[src/rtl/rtcat_defines.svh]
// register map, field layout, reset values and counts of the alarm/timestamp/calibration block
`ifndef RTCAT_DEFINES_SVH
`define RTCAT_DEFINES_SVH

// ************************************************************
// register byte offsets
// ************************************************************
`define RTCAT_OFF_ALM_SEC 6'h00
`define RTCAT_OFF_ALM_HM 6'h04
`define RTCAT_OFF_ALM_DW 6'h08
`define RTCAT_OFF_ALM_YM 6'h0c
`define RTCAT_OFF_CAP_SEC 6'h10
`define RTCAT_OFF_CAP_HM 6'h14
`define RTCAT_OFF_CAP_DW 6'h18
`define RTCAT_OFF_CAP_YM 6'h1c
`define RTCAT_OFF_COARSE 6'h20
`define RTCAT_OFF_FINE 6'h24
`define RTCAT_OFF_CTRL 6'h28
`define RTCAT_OFF_STATUS 6'h2c
`define RTCAT_OFF_IRQ_MASK 6'h30

// ************************************************************
// digit field masks of the time and date words
// ************************************************************
`define RTCAT_MASK_SEC 16'h7f00
`define RTCAT_MASK_HM 16'h3f7f
`define RTCAT_MASK_DW 16'h3f07
`define RTCAT_MASK_YM 16'hff1f
`define RTCAT_MASK_SEC_UNITS 16'h0f00
`define RTCAT_MASK_MIN_UNITS 16'h000f
`define RTCAT_MASK_MIN 16'h007f
`define RTCAT_MASK_HOUR 16'h3f00
`define RTCAT_MASK_WEEKDAY_VALUE 16'h0007
`define RTCAT_MASK_DATE 16'h3f00
`define RTCAT_MASK_MONTH 16'h001f

// ************************************************************
// control, fine trim and status fields
// ************************************************************
`define RTCAT_CTRL_CAP_EN 0
`define RTCAT_CTRL_SEL_LSB 8
`define RTCAT_CTRL_ALM_EN 15
`define RTCAT_FINE_LSB 11
`define RTCAT_ST_HALF 0
`define RTCAT_ST_CAP 3
`define RTCAT_ST_ALM 5
`define RTCAT_ST_MASK 16'h0029

// ************************************************************
// reset values and counts
// ************************************************************
`define RTCAT_RST_WORD 16'h0000
`define RTCAT_RST_COARSE 16'h7fff
`define RTCAT_HALF_PER_TRIM 5'h1f

`endif

[src/rtl/rtcat_pkg.sv]
// types shared by the alarm/timestamp/calibration block
package rtcat_pkg;

   // alarm interval codes of the match select field
   typedef enum logic [3:0] {
      RTCAT_EVERY_HALF = 4'h0,
      RTCAT_EVERY_SEC = 4'h1,
      RTCAT_EVERY_TEN_SEC = 4'h2,
      RTCAT_EVERY_MIN = 4'h3,
      RTCAT_EVERY_TEN_MIN = 4'h4,
      RTCAT_EVERY_HOUR = 4'h5,
      RTCAT_EVERY_DAY = 4'h6,
      RTCAT_EVERY_WEEK = 4'h7,
      RTCAT_EVERY_MONTH = 4'h8,
      RTCAT_EVERY_YEAR = 4'h9
   } rtcat_interval_t;

   typedef logic [15:0] rtcat_word_t;

   typedef enum logic [1:0] {
      RTCAT_RESP_OKAY = 2'h0,
      RTCAT_RESP_SLVERR = 2'h2
   } rtcat_resp_t;

endpackage

[src/rtl/rtcat_top.sv]
// alarm value, timestamp capture and calibration prescaler of the clock/calendar
`timescale 1ns/10ps
`default_nettype none
`include "rtcat_defines.svh"

module rtcat_top
   import rtcat_pkg::*;
(
   // clock and resets
   input wire logic aclk,
   input wire logic aresetn,
   input wire logic por_resetn,
   // axi4-lite write address
   input wire logic awvalid,
   output logic awready,
   input wire logic [5:0] awaddr,
   input wire logic [2:0] awprot,
   // axi4-lite write data
   input wire logic wvalid,
   output logic wready,
   input wire logic [31:0] wdata,
   input wire logic [3:0] wstrb,
   // axi4-lite write response
   output logic bvalid,
   input wire logic bready,
   output rtcat_pkg::rtcat_resp_t bresp,
   // axi4-lite read address
   input wire logic arvalid,
   output logic arready,
   input wire logic [5:0] araddr,
   input wire logic [2:0] arprot,
   // axi4-lite read data
   output logic rvalid,
   input wire logic rready,
   output logic [31:0] rdata,
   output rtcat_pkg::rtcat_resp_t rresp,
   // running time and date from the counters
   input wire rtcat_pkg::rtcat_word_t now_seconds,
   input wire rtcat_pkg::rtcat_word_t now_hours_minutes,
   input wire rtcat_pkg::rtcat_word_t now_day_weekday,
   input wire rtcat_pkg::rtcat_word_t now_year_month,
   // timestamp request pin, low pulse
   input wire logic capture_pin_n,
   // prescaler and event outputs
   output logic half_second_tick,
   output logic half_second_phase,
   output logic alarm_pulse,
   output logic irq
);
   import rtcat_pkg::*;

   // ************************************************************
   // helpers
   // ************************************************************
   // bcd digit compare under a field mask, no conversion
   function automatic logic fields_match(input rtcat_word_t a, input rtcat_word_t b, input rtcat_word_t m);
      fields_match = ((a ^ b) & m) == 16'h0000;
   endfunction

   function automatic rtcat_word_t strobe_merge(input rtcat_word_t old, input logic [15:0] nw,
                                                input logic [1:0] be, input rtcat_word_t m);
      rtcat_word_t lane;
      lane = {{8{be[1]}}, {8{be[0]}}};
      strobe_merge = (old & ~(lane & m)) | (nw & lane & m);
   endfunction

   // ************************************************************
   // state
   // ************************************************************
   rtcat_word_t alm_q [4];
   rtcat_word_t cap_q [4];
   logic [15:0] coarse_q;
   logic [4:0] fine_q;
   logic cap_en_q;
   logic alm_en_q;
   logic [3:0] sel_q;
   logic [15:0] status_q;
   logic [15:0] status_d;
   logic [15:0] irq_mask_q;
   logic [15:0] cnt_q;
   logic [4:0] trim_q;
   logic [4:0] half_cnt_q;
   logic half_tick_q;
   logic phase_q;
   logic alm_pulse_q;
   logic irq_q;
   logic pin_s1_q;
   logic pin_s2_q;
   logic pin_s3_q;

   // ************************************************************
   // axi4-lite write channel
   // ************************************************************
   logic aw_have_q;
   logic w_have_q;
   logic [5:0] aw_addr_q;
   logic [15:0] w_data_q;
   logic [1:0] w_be_q;
   logic awready_q;
   logic wready_q;
   logic bvalid_q;
   rtcat_resp_t bresp_q;
   wire aw_take = awvalid & awready_q;
   wire w_take = wvalid & wready_q;
   wire do_write = aw_have_q & w_have_q & ~bvalid_q;
   wire aw_have_d = (aw_have_q | aw_take) & ~do_write;
   wire w_have_d = (w_have_q | w_take) & ~do_write;

   always_ff @(posedge aclk) begin
      if (!aresetn) begin
         aw_have_q <= 1'b0;
         w_have_q <= 1'b0;
         aw_addr_q <= 6'h00;
         w_data_q <= 16'h0000;
         w_be_q <= 2'h0;
         awready_q <= 1'b0;
         wready_q <= 1'b0;
      end else begin
         aw_have_q <= aw_have_d;
         w_have_q <= w_have_d;
         awready_q <= ~aw_have_d;
         wready_q <= ~w_have_d;
         if (aw_take) begin
            aw_addr_q <= awaddr;
         end
         if (w_take) begin
            w_data_q <= wdata[15:0];
            w_be_q <= wstrb[1:0];
         end
      end
   end

   wire wa_alm = do_write & (aw_addr_q[5:4] == 2'h0);
   wire wa_cap = do_write & (aw_addr_q[5:4] == 2'h1);
   wire [1:0] wa_idx = aw_addr_q[3:2];
   wire wa_coarse = do_write & (aw_addr_q == `RTCAT_OFF_COARSE);
   wire wa_fine = do_write & (aw_addr_q == `RTCAT_OFF_FINE);
   wire wa_ctrl = do_write & (aw_addr_q == `RTCAT_OFF_CTRL);
   wire wa_status = do_write & (aw_addr_q == `RTCAT_OFF_STATUS);
   wire wa_mask = do_write & (aw_addr_q == `RTCAT_OFF_IRQ_MASK);
   wire wa_hit = wa_alm | wa_cap | wa_coarse | wa_fine | wa_ctrl | wa_status | wa_mask;

   always_ff @(posedge aclk) begin
      if (!aresetn) begin
         bvalid_q <= 1'b0;
         bresp_q <= RTCAT_RESP_OKAY;
      end else if (do_write) begin
         bvalid_q <= 1'b1;
         bresp_q <= wa_hit ? RTCAT_RESP_OKAY : RTCAT_RESP_SLVERR;
      end else if (bready) begin
         bvalid_q <= 1'b0;
      end
   end

   // ************************************************************
   // field masks per word
   // ************************************************************
   rtcat_word_t layout [4];
   assign layout[0] = `RTCAT_MASK_SEC;
   assign layout[1] = `RTCAT_MASK_HM;
   assign layout[2] = `RTCAT_MASK_DW;
   assign layout[3] = `RTCAT_MASK_YM;
   wire [15:0] cap_wmask = cap_en_q ? layout[wa_idx] : 16'hffff;

   // ************************************************************
   // alarm value words
   // ************************************************************
   always_ff @(posedge aclk) begin
      if (!aresetn) begin
         for (int i = 0; i < 4; i++) begin
            alm_q[i] <= `RTCAT_RST_WORD;
         end
      end else if (wa_alm) begin
         alm_q[wa_idx] <= strobe_merge(alm_q[wa_idx], w_data_q, w_be_q, layout[wa_idx]);
      end
   end

   // ************************************************************
   // timestamp words, cleared only at power-on
   // ************************************************************
   logic pin_fall;
   logic manual_req;
   logic cap_fire;
   assign pin_fall = pin_s3_q & ~pin_s2_q;
   assign manual_req = wa_status & w_be_q[0] & w_data_q[`RTCAT_ST_CAP];
   assign cap_fire = cap_en_q & ~status_q[`RTCAT_ST_CAP] & (pin_fall | manual_req);

   always_ff @(posedge aclk) begin
      if (!por_resetn) begin
         for (int i = 0; i < 4; i++) begin
            cap_q[i] <= `RTCAT_RST_WORD;
         end
      end else if (cap_fire) begin
         cap_q[0] <= now_seconds & `RTCAT_MASK_SEC;
         cap_q[1] <= now_hours_minutes & `RTCAT_MASK_HM;
         cap_q[2] <= now_day_weekday & `RTCAT_MASK_DW;
         cap_q[3] <= now_year_month & `RTCAT_MASK_YM;
      end else if (wa_cap) begin
         cap_q[wa_idx] <= strobe_merge(cap_q[wa_idx], w_data_q, w_be_q, cap_wmask);
      end
   end

   // ************************************************************
   // control and calibration words
   // ************************************************************
   always_ff @(posedge aclk) begin
      if (!aresetn) begin
         coarse_q <= `RTCAT_RST_COARSE;
         fine_q <= 5'h00;
         cap_en_q <= 1'b0;
         alm_en_q <= 1'b0;
         sel_q <= 4'h0;
         irq_mask_q <= 16'h0000;
      end else begin
         if (wa_coarse) begin
            coarse_q <= strobe_merge(coarse_q, w_data_q, w_be_q, 16'hffff);
         end
         if (wa_fine & w_be_q[1]) begin
            fine_q <= w_data_q[`RTCAT_FINE_LSB +: 5];
         end
         if (wa_ctrl & w_be_q[0]) begin
            cap_en_q <= w_data_q[`RTCAT_CTRL_CAP_EN];
         end
         if (wa_ctrl & w_be_q[1]) begin
            sel_q <= w_data_q[`RTCAT_CTRL_SEL_LSB +: 4];
            alm_en_q <= w_data_q[`RTCAT_CTRL_ALM_EN];
         end
         if (wa_mask) begin
            irq_mask_q <= strobe_merge(irq_mask_q, w_data_q, w_be_q, `RTCAT_ST_MASK);
         end
      end
   end

   // ************************************************************
   // prescaler
   // ************************************************************
   wire cnt_zero = cnt_q == 16'h0000;
   wire trim_due = half_cnt_q == `RTCAT_HALF_PER_TRIM;
   wire underflow = cnt_zero & (trim_q == 5'h00);

   always_ff @(posedge aclk) begin
      if (!aresetn) begin
         cnt_q <= `RTCAT_RST_COARSE;
         trim_q <= 5'h00;
         half_cnt_q <= 5'h00;
         half_tick_q <= 1'b0;
         phase_q <= 1'b0;
      end else begin
         half_tick_q <= underflow;
         if (!cnt_zero) begin
            cnt_q <= cnt_q - 16'h0001;
         end else if (trim_q != 5'h00) begin
            trim_q <= trim_q - 5'h01;
         end else begin
            cnt_q <= coarse_q;
            half_cnt_q <= half_cnt_q + 5'h01;
            phase_q <= ~phase_q;
            // one stretch per 32 half seconds
            trim_q <= trim_due ? fine_q : 5'h00;
         end
      end
   end

   // ************************************************************
   // alarm compare
   // ************************************************************
   wire m_s1 = fields_match(alm_q[0], now_seconds, `RTCAT_MASK_SEC_UNITS);
   wire m_sec = fields_match(alm_q[0], now_seconds, `RTCAT_MASK_SEC);
   wire m_m1 = fields_match(alm_q[1], now_hours_minutes, `RTCAT_MASK_MIN_UNITS);
   wire m_min = fields_match(alm_q[1], now_hours_minutes, `RTCAT_MASK_MIN);
   wire m_hr = fields_match(alm_q[1], now_hours_minutes, `RTCAT_MASK_HOUR);
   wire m_wd = fields_match(alm_q[2], now_day_weekday, `RTCAT_MASK_WEEKDAY_VALUE);
   wire m_dt = fields_match(alm_q[2], now_day_weekday, `RTCAT_MASK_DATE);
   wire m_mo = fields_match(alm_q[3], now_year_month, `RTCAT_MASK_MONTH);
   logic sel_match;
   always_comb begin
      unique case (rtcat_interval_t'(sel_q))
         RTCAT_EVERY_HALF: sel_match = 1'b1;
         RTCAT_EVERY_SEC: sel_match = ~phase_q;
         RTCAT_EVERY_TEN_SEC: sel_match = ~phase_q & m_s1;
         RTCAT_EVERY_MIN: sel_match = ~phase_q & m_sec;
         RTCAT_EVERY_TEN_MIN: sel_match = ~phase_q & m_sec & m_m1;
         RTCAT_EVERY_HOUR: sel_match = ~phase_q & m_sec & m_min;
         RTCAT_EVERY_DAY: sel_match = ~phase_q & m_sec & m_min & m_hr;
         RTCAT_EVERY_WEEK: sel_match = ~phase_q & m_sec & m_min & m_hr & m_wd;
         RTCAT_EVERY_MONTH: sel_match = ~phase_q & m_sec & m_min & m_hr & m_dt;
         RTCAT_EVERY_YEAR: sel_match = ~phase_q & m_sec & m_min & m_hr & m_dt & m_mo;
         default: sel_match = 1'b0;
      endcase
   end
   wire alm_hit = alm_en_q & half_tick_q & sel_match;

   // ************************************************************
   // pin synchroniser and status
   // ************************************************************
   always_ff @(posedge aclk) begin
      if (!aresetn) begin
         pin_s1_q <= 1'b1;
         pin_s2_q <= 1'b1;
         pin_s3_q <= 1'b1;
      end else begin
         pin_s1_q <= capture_pin_n;
         pin_s2_q <= pin_s1_q;
         pin_s3_q <= pin_s2_q;
      end
   end

   logic ar_take;
   wire ra_status = ar_take & (araddr == `RTCAT_OFF_STATUS);
   wire [15:0] st_set = ({15'h0000, half_tick_q} << `RTCAT_ST_HALF)
                      | ({15'h0000, cap_fire} << `RTCAT_ST_CAP)
                      | ({15'h0000, alm_hit} << `RTCAT_ST_ALM);
   // read clears, a set in the same cycle wins
   assign status_d = ((ra_status ? 16'h0000 : status_q) | st_set) & `RTCAT_ST_MASK;

   always_ff @(posedge aclk) begin
      if (!aresetn) begin
         status_q <= 16'h0000;
         alm_pulse_q <= 1'b0;
         irq_q <= 1'b0;
      end else begin
         status_q <= status_d;
         alm_pulse_q <= alm_hit;
         irq_q <= |(status_d & irq_mask_q);
      end
   end

   // ************************************************************
   // axi4-lite read channel
   // ************************************************************
   logic arready_q;
   logic rvalid_q;
   logic [15:0] rdata_q;
   rtcat_resp_t rresp_q;
   logic [15:0] rd_word;
   logic rd_hit;
   assign ar_take = arvalid & arready_q;
   wire rvalid_d = ar_take | (rvalid_q & ~rready);
   wire [1:0] ra_idx = araddr[3:2];
   wire [15:0] cap_rmask = cap_en_q ? layout[ra_idx] : 16'hffff;

   always_comb begin
      rd_hit = 1'b1;
      unique case (araddr)
         `RTCAT_OFF_ALM_SEC, `RTCAT_OFF_ALM_HM, `RTCAT_OFF_ALM_DW, `RTCAT_OFF_ALM_YM:
            rd_word = alm_q[ra_idx];
         `RTCAT_OFF_CAP_SEC, `RTCAT_OFF_CAP_HM, `RTCAT_OFF_CAP_DW, `RTCAT_OFF_CAP_YM:
            rd_word = cap_q[ra_idx] & cap_rmask;
         `RTCAT_OFF_COARSE: rd_word = coarse_q;
         `RTCAT_OFF_FINE: rd_word = {fine_q, 11'h000};
         `RTCAT_OFF_CTRL: rd_word = {alm_en_q, 3'h0, sel_q, 7'h00, cap_en_q};
         `RTCAT_OFF_STATUS: rd_word = status_q;
         `RTCAT_OFF_IRQ_MASK: rd_word = irq_mask_q;
         default: begin
            rd_word = 16'h0000;
            rd_hit = 1'b0;
         end
      endcase
   end

   always_ff @(posedge aclk) begin
      if (!aresetn) begin
         arready_q <= 1'b0;
         rvalid_q <= 1'b0;
         rdata_q <= 16'h0000;
         rresp_q <= RTCAT_RESP_OKAY;
      end else begin
         arready_q <= ~rvalid_d;
         rvalid_q <= rvalid_d;
         if (ar_take) begin
            rdata_q <= rd_word;
            rresp_q <= rd_hit ? RTCAT_RESP_OKAY : RTCAT_RESP_SLVERR;
         end
      end
   end

   // ************************************************************
   // outputs
   // ************************************************************
   assign awready = awready_q;
   assign wready = wready_q;
   assign bvalid = bvalid_q;
   assign bresp = bresp_q;
   assign arready = arready_q;
   assign rvalid = rvalid_q;
   assign rdata = {16'h0000, rdata_q};
   assign rresp = rresp_q;
   assign half_second_tick = half_tick_q;
   assign half_second_phase = phase_q;
   assign alarm_pulse = alm_pulse_q;
   assign irq = irq_q;

endmodule // rtcat_top
`default_nettype wire

[config.mk]
export PLATFORM = sky130hd
export DESIGN_NAME = rtcat_top
export DESIGN_NICKNAME = d
export VERILOG_FILES = /design/src/rtl/rtcat_pkg.sv /design/src/rtl/rtcat_top.sv
export VERILOG_INCLUDE_DIRS = /design/src /design/src/rtl
export SDC_FILE = /design/constraint.sdc
export NUM_CORES = 1
export LEC_CHECK = 0
export ABC_CLOCK_PERIOD_IN_PS = 3600
export BUFFER_PORTS_ARGS = -buffer_cell sky130_fd_sc_hd__buf_4
export CORE_MARGIN = 8
export CORE_UTILIZATION = 60
export CTS_BUF_LIST = sky130_fd_sc_hd__clkbuf_8
export DETAILED_ROUTE_END_ITERATION = 10
export GPL_ROUTABILITY_DRIVEN = 0
export PLACE_DENSITY = 0.87
export SLEW_MARGIN = 20
export SYNTH_ARGS = -nofsm -noshare
export SYNTH_HDL_FRONTEND = slang
export SYNTH_SLANG_ARGS = --single-unit
[constraint.sdc]
create_clock -name aclk -period 3.6 [get_ports aclk]
set_input_delay 0.36 -clock aclk [delete_from_list [all_inputs] [get_ports aclk]]
set_output_delay 0.36 -clock aclk [all_outputs]
set_load 0.05 [all_outputs]
## Word level (Yosys, flattened, before mapping)

Memories as Yosys holds them, arrays and structs flattened. A register that Yosys moved wholly into a read port is not among the register bits.
Cells that the tools add are included.

| storage, ports and cells | value |
|---|---|
| register bits | 130 |
| bits in writable memories | 128 |
| bits of input ports | 127 |
| output and inout bits | 45 |
| logic and storage cells | 221 |
| memories kept | 2 |

| operators by class | value |
|---|---|
| $add $sub $neg | 3 |
| magnitude comparators | 2 |
| equality and inequality tests | 29 |
| multiplexer cells | 46 |
| bitwise gates (word level) | 87 |
| reduce and logical (&&, ||, !) cells | 22 |

Memories:

| memory | depth | bits a word | rd ports | clocked after memory_dff | wr ports | line | text |
|---|---|---|---|---|---|---|---|
| alm_q | 4 | 16 | 6 | 1 | 4 | rtcat_top.sv:70 | `rtcat_word_t alm_q [4];` |
| cap_q | 4 | 16 | 2 | 1 | 4 | rtcat_top.sv:71 | `rtcat_word_t cap_q [4];` |

Operators with widths:

| operator | count |
|---|---|
| 16-bit 2-to-1 mux | 14 |
| 16-bit bitwise AND | 10 |
| 16-bit zero test | 9 |
| 16-bit case mux with 7 select lines | 1 |
| 16-bit binary-select mux with 2-bit select | 2 |
| 6-bit equality test, second input constant | 10 |
| 16-bit inverter | 3 |
| 16-bit bitwise OR | 3 |
| 16-bit OR reduction | 3 |
| 1-bit bitwise AND | 35 |
| 14-bit bitwise XOR | 2 |
| 6-bit by 5-bit equality test with 1-bit output, second input constant | 4 |
| 1-bit 2-to-1 mux | 17 |
| 6-bit by 16-bit bitwise AND with 16-bit output | 1 |
| 4-bit by 3-bit equality test with 1-bit output, second input constant | 4 |
| 2-bit 2-to-1 mux | 8 |
| 6-bit inverter with 16-bit output | 1 |
| 16-bit by 6-bit bitwise OR with 16-bit output | 1 |
| 16-bit by 1-bit subtractor with 16-bit output, second input constant | 1 |
| 15-bit bitwise XOR | 1 |
| 1-bit bitwise OR | 14 |
| 13-bit OR reduction | 1 |
| 6-bit by 4-bit equality test with 1-bit output, second input constant | 2 |
| 5-bit 2-to-1 mux | 2 |
| other kinds (26) | 40 |

## Logic depth before layout (Yosys ltp)

Gate-level depths: netlist of the first run.
An unclocked memory read counts as a cell.

| depth | value |
|---|---|
| word-level depth | 14 |
| gate-level depth with buffers | 12 |
| gate-level depth less buffers | 8 |

## Least setup slack after synthesis of the first run

Ideal clock, no wire load.

| timing path | value |
|---|---|
| kind | input-to-reg |
| start | input araddr[2] |
| end | register rdata_q[0] |
| setup time | 130 ps |
| arrival time | 2629 ps |
| data required time | 3470 ps |
| setup slack | 842 ps |
| stages | 10 |
| cells stage by stage | buf_2 buf_2 buf_2 inv_1 ha_1 o41ai_1 a21oi_1 and3_1 o31ai_1 a21boi_0 |

| on the way | value |
|---|---|
| longest elaborated chain between the ends | 7 |
| elaborated cells on any way between the ends | 24 |

Ends and longest elaborated chain:

| item | line | text |
|---|---|---|
| start, declared | rtcat_top.sv:30 | `input wire logic [5:0] araddr,` |
| 2-bit inverter with 3-bit output (implied by the code) | rtcat_top.sv:340 | `wire [15:0] cap_rmask = cap_en_q ? layout[ra_idx] : 16'hffff;` |
| 16-bit binary-select mux with 2-bit select | rtcat_top.sv:340 |  |
| 16-bit 2-to-1 mux (implied by the code) (2 in series) | rtcat_top.sv:340 |  |
| 16-bit 2-to-1 mux | rtcat_top.sv:340 |  |
| 16-bit bitwise AND | rtcat_top.sv:348 | `rd_word = cap_q[ra_idx] & cap_rmask;` |
| 16-bit case mux with 7 select lines * | rtcat_top.sv:344 | `unique case (araddr)` |
| end signal, assigned | rtcat_top.sv:371 | `rdata_q <= rd_word;` |
| end, declared | rtcat_top.sv:333 | `logic [15:0] rdata_q;` |

Every way passes the cells marked *; elsewhere a longest branch is shown, timed or not. The select of a mux whose other input is x is not followed.
A chain may end at the register's enable or synchronous reset.

==> run_results.csv, run 1 <==
group,metric,value,unit
final_layout,nets,1430,
drt,drt-total-wl,36900,microns
final_layout,final_area,14300,sq um
yosys,synthCells,1193,
die,die_area,25900,sq um
clock_tree,htree_levels,2,
worst_setup_path,required,3.76,ns
sta,clock.fmax,358,MHz
global_route,grtUsageTotal,27.6,%
worst_setup_path,crit_chain,"nand3b_1, nor4_2, buf_4, a21oi_1, and2_1, nand3_1, nand2_1",
outcome,status,"completed",
global_route,grt_max_degree,99,
die,die_y,161,microns
sta,whs,0.0113,ns
worst_setup_path,worstPathArrival,2.95,ns
pwr,p_sw,0.00156,W
drt,drc,0,
placed_design,dp_hpwl,26100,microns
clock_tree,cts_tree,"yes",
yosys,synth-edff-count,128,
placed_design,io_buffer_count,107,
final_layout,regArea,6190,sq um
pwr,power.leakage,5.42,nW
yosys,synth_ff_type,"edfxtp_1",
die,die_w,161,microns
sta,fin_ws,0.810,ns
worst_setup_path,cp_max_fo,16,
global_route,grt_overflow,0,
worst_setup_path,slowest_stage,"nand2_1",
final_layout,layout_commonest_cell,"nand2_1",
die,initial_utilization,60.6,%
hold_path,min-delay-path-class,"input port to flip-flop",
pwr,clockPowerShare,37.3,%
drt,antenna_left,0,
die,design.portCount,172,
sta,setup-tns-final,0,ns
global_route,grt_pass1_wl,56300,microns
sta,relSlewSlack,42.5,%
sta,tightest_slew,0.861,ns
drt,drt-initial-drc-count,1269,
pwr,peakVddDrop,0.296,mV
final_layout,final_core_util,68.8,%
clock_tree,clk_pin_slew,0.06,ns
yosys,synth.avg_cell_area,10.6,sq um
clock_tree,clk_latency,0.54,ns
pwr,comb_power_share,10.9,%
worst_setup_path,start_kind,"flip-flop",
clock_tree,numCtsBuffers,40,
drt,dr.pass1.iters,6,
placed_design,dp_slack,0.883,ns
yosys,synth_seq_area_share,49.0,%
final_layout,multiInputGateArea,6000,sq um
drt,via_count,10300,
clock_tree,hold_buffers,0,
drt,viasPerCell,6.49,
yosys,ys_warn_count,0,
pwr,p_sw_share,26.0,%
global_route,first_global_vias,10100,
sta,setup_viol,0,
sta,rsz0062_at_grt,"false",
sta,drv_slew,0,
clock_tree,post-cts-setup-buffers,0,
sta,finalClockSkew,0.0188,ns
pwr,powerDensity,418,nW/um^2
final_layout,final_cell_mix,"nand2_1 (195), buf_4 (132), edfxtp_1 (128)",
clock_tree,clockRootBuffer,"clkbuf_8",
final_layout,syn2layout_area_growth,13.5,%
worst_setup_path,path_class,"flip-flop to flip-flop",
worst_setup_path,cpPeakStageDelay,0.68,ns
clock_tree,clock_sinks,245,
final_layout,drive_gt1_share,20.3,%
pwr,pwr-share-seq,51.8,%
yosys,synth_seq_cells,245,
clock_tree,post_cts_resized,0,
final_layout,diodes,0,
clock_tree,clockBufferDepth,3,
final_layout,nFillCells,1503,
yosys,async_flop_share,0,%
die,rows,53,
yosys,synth_cell_type_count,67,
global_route,antenna_found_initial,0,
drt,wl_per_cell,23.2,microns
sta,layout_min_cycle_time,2.79,ns
sta,finalCritPeriodShare,77.5,%
sta,hold_violations,0,
placed_design,place_area,13600,sq um
pwr,p_int,0.00443,W
run,maxCapViolCount,0,
worst_setup_path,end_kind,"flip-flop",
die,fp.coreArea,20800,sq um
yosys,syn-cell-area,12600,sq um
[critical path, delay by kind of cell (launching register included)]
| family | cells | cell delay, ns |
|---|---|---|
| buf+inv | 1 | 0.18 |
| simple gates | 5 | 1.57 |
| flops | 1 | 0.37 |
| compound gates | 1 | 0.29 |
[cell type report]
| cell class | instances | share of cell area (%) |
|---|---|---|
| Tap cell | 275 | 2.40 |
| Multi-Input combinational cell | 855 | 41.9 |
| Clock buffer | 46 | 4.42 |
| Clock inverter | 24 | 0.655 |
| Sequential cell | 245 | 43.2 |
| Inverter | 15 | 0.393 |
| Timing Repair Buffer | 133 | 7.06 |
[state kept, by name, indices dropped and copies added, names as in the netlist, 5 cells and up, named ones only]
| name | flops |
|---|---|
| aw_addr_q | 6 |
| rdata_q | 16 |
| fine_q | 5 |
| w_data_q | 16 |
| alm_q | 64 |
| trim_q | 5 |
| cnt_q | 16 |
| cap_q | 64 |
| half_cnt_q | 5 |
[Yosys cell counts (all sizes together), types with 3 or more instances]
library cell  number  area, sq um
o211a              4         40.0
edfxtp           128         3840
o21a               3         22.5
a311oi             4         35.0
or3                4         25.0
ha                13          163
inv               15         56.3
nor4               8         71.3
a21boi            43          323
xor2              28          245
nand4             11         75.1
buf               49          287
and3               4         25.0
a221o              3         31.3
nor3              20          111
mux4              61         1370
nand2b            11         68.8
mux2i             40          400
nand2            195          732
nor2             105          397
o211ai             6         45.0
a21oi             17         85.1
nor3b              3         27.5
nor2b             15         93.8
o21ai             71          355
dfxtp            117         2340
clkbuf            46          175
xnor2             13          114
mux2               9          101
nor4b              4         41.3
a22oi             14          105
a31oi              3         33.8
and2              17          106
nand3             72          360
a211oi             3         22.5
a221oi             9         78.8
[final timing paths]
check | start | to | slack [ns] | cells after the start
setup / recovery | bvalid | cap_q[2][11] | 0.81 | 7
hold reg to reg | pin_s1_q | pin_s2_q | 0.41 | 1
hold / removal | capture_pin_n | pin_s1_q | 0.01 | 2
setup reg to reg | bvalid | cap_q[2][11] | 0.81 | 7
[layer usage]
layer / GRT usage [%] / share of wire [%] / wire length (microns)
met3: 8.09 / 13 / 4960
met1: 33.6 / 34 / 12700
met5: 0 / 0 / 0
met4: 14.6 / 5.9 / 2190
met2: 43.9 / 46 / 17000
[logic make-up after synthesis]
kind of cell	after synthesis	synth area share [%]
AND/OR/NAND/NOR	476	17.4
flip-flops	245	49.0
AO/OA/AOI/OAI	197	10.5
multiplexers	110	14.9
buffers and inverters	110	4.10
XOR/XNOR	41	2.85
adder cells (fa/ha/maj)	13	1.29
other	1	0.0297
[power by group through the flow]
stage | clock network, W | logic, W | registers [W]
6_report | 0.00223 | 0.000656 | 0.00310
5_1_grt | 0.00237 | 0.000690 | 0.00311
4_1_cts | 0.00224 | 0.000644 | 0.00310
3_5_place_dp | 0 | 0.000640 | 0.00316
3_3_place_gp | 0 | 0.000624 | 0.00315
2_1_floorplan | 0 | 0.000403 | 0.00316
[per-stage QoR]
stage / total power, W / cells
2_1_floorplan: 0.00356 / 1210
3_3_place_gp: 0.00377 / 1523
3_5_place_dp: 0.00380 / 1523
4_1_cts: 0.00598 / 1593
5_1_grt: 0.00617 / 1593
6_report: 0.00599 / 1593
Note: power is estimated with default switching activity, not from simulation.
==> run 2: changes to the inputs <==
ABC_CLOCK_PERIOD_IN_PS = 2400   (was 3600)
CORE_UTILIZATION = 54   (was 60)
PLACE_DENSITY = 0.83   (was 0.87)
clock period = 2.4 ns   (was 3.6 ns; I/O delays follow)
==> run_results.csv, run 2 (same netlist as run 1, synthesis figures left out) <==
group,metric,value,unit
die,rows,56,
sta,relSlewSlack,49.5,%
drt,dr.pass1.iters,6,
die,design.portCount,172,
final_layout,nFillCells,1699,
pwr,power.leakage,5.75,nW
die,die_w,169,microns
sta,setup_viol,0,
clock_tree,clockBufferDepth,3,
pwr,powerDensity,619,nW/um^2
placed_design,io_buffer_count,107,
clock_tree,clockRootBuffer,"clkbuf_8",
final_layout,layout_commonest_cell,"nand2_1",
die,die_y,169,microns
sta,whs,0.00719,ns
worst_setup_path,worstPathArrival,2.54,ns
final_layout,drive_gt1_share,22.2,%
global_route,gr-usage-met3,8.01,%
drt,viasPerCell,6.26,
global_route,grtUsageMet1,32.5,%
die,die_area,28500,sq um
final_layout,final_cells,1699,
clock_tree,clock_sinks,245,
global_route,busiest_layer,"met2",
drt,via_count,10600,
clock_tree,numCtsBuffers,40,
pwr,peakVddDrop,0.299,mV
clock_tree,clk_latency,0.55,ns
worst_setup_path,required,2.66,ns
sta,hold_violations,0,
hold_path,min-delay-path-class,"input port to flip-flop",
drt,drt-total-wl,38800,microns
sta,setup-tns-final,0,ns
worst_setup_path,cp_max_fo,16,
global_route,met2_usage,42.9,%
clock_tree,cts_tree,"yes",
drt,drt-initial-drc-count,1416,
clock_tree,post-cts-setup-buffers,0,
global_route,grt_overflow,0,
sta,fin_ws,0.127,ns
placed_design,dp_slack,0.0987,ns
global_route,grt_max_degree,70,
sta,tightest_slew,0.757,ns
worst_setup_path,end_kind,"flip-flop",
final_layout,final_cell_mix,"nand2_1 (191), buf_4 (157), edfxtp_1 (128)",
sta,clock.fmax,440,MHz
hold_path,hold_start,"now_hours_minutes[13]",
drt,antenna_left,0,
clock_tree,clk_pin_slew,0.06,ns
placed_design,post-place-cells,1599,
final_layout,top_regs,"alm_q x64, cap_q x64",
outcome,status,"completed",
global_route,first_global_vias,10700,
final_layout,nets,1491,
final_layout,diodes,0,
drt,drc,0,
global_route,grtUsageTotal,27.0,%
die,fp.coreArea,23200,sq um
sta,finalCritPeriodShare,94.7,%
drt,wl_per_cell,22.9,microns
clock_tree,htree_levels,2,
sta,rsz0062_at_grt,"false",
global_route,antenna_found_initial,2,
worst_setup_path,path_class,"flip-flop to flip-flop",
run,maxCapViolCount,0,
worst_setup_path,start_kind,"flip-flop",
sta,layout_min_cycle_time,2.27,ns
die,initial_utilization,54.4,%
placed_design,dp_hpwl,27400,microns
global_route,grt_pass1_wl,59600,microns
sta,finalClockSkew,0.0368,ns
final_layout,syn2layout_area_growth,19.4,%
sta,drv_slew,0,
==> run 2: cell types whose count changed in the layout (fill, tap and decap cells not counted), sizes merged <==
cell / before / now
buf: 133 / 165
bufinv: 0 / 3
clkbuf: 46 / 42
clkinvlp: 0 / 2
dlygate4sd3: 0 / 29
==> run 2: layer usage <==
metal	share of wire [%]	wire length (microns)
met5	0.023	9
met4	5.9	2300
met3	13	4970
met2	46	17800
met1	35	13700
==> run 2: stage by stage <==
step	instance area (sq um)	utilization (%)	total power, W
after floorplan	12700	-	0.00534
after global placement	14000	60.4	0.00570
after detailed placement	14000	60.4	0.00574
after CTS	15100	64.9	0.00931
after global routing	15100	65.0	0.00960
final	15100	65.0	0.00932
==> run 2: final cells by class <==
type	count	area, sq um	share of cell area, %
Clock buffer	42	578	3.84
Clock inverter	29	200	1.33
Inverter	15	56.3	0.374
Multi-Input combinational cell	855	6020	39.9
Sequential cell	245	6190	41.1
Tap cell	319	399	2.65
Timing Repair Buffer	194	1630	10.8
==> run 2: final timing paths <==
| kind | slack, ns | depth (start not counted) | endpoint |
|---|---|---|---|
| worst max-delay path | 0.13 | 4 | cap_q[1][9] |
| worst min-delay path | 0.007 | 3 | cap_q[1][13] |
| worst max register to register | 0.13 | 4 | cap_q[1][9] |
| worst min register to register | 0.41 | 1 | pin_s2_q |
==> run 2: power by group <==
| part | switching, W | total [W] | internal (W) |
|---|---|---|---|
| clock | 0.00166 | 0.00360 | 0.00194 |
| sequential | 0.000130 | 0.00465 | 0.00452 |
| combinational | 0.000620 | 0.00107 | 0.000449 |
| total | 0.00241 | 0.00932 | 0.00692 |
==> run 2: repair_timing <==
item / CTS / global route
setup endpoints to repair: 0 / 1
resized for setup: 0 / 1
hold buffers: 28 / 1
hold endpoints to repair: 28 / 1
==> run 2: critical path, stage by stage, from the launching register on <==
cell	delay [ns]
dfxtp_2	0.62
buf_12	0.25
mux4_2	0.53
mux2i_1	0.37
o21ai_0	0.22
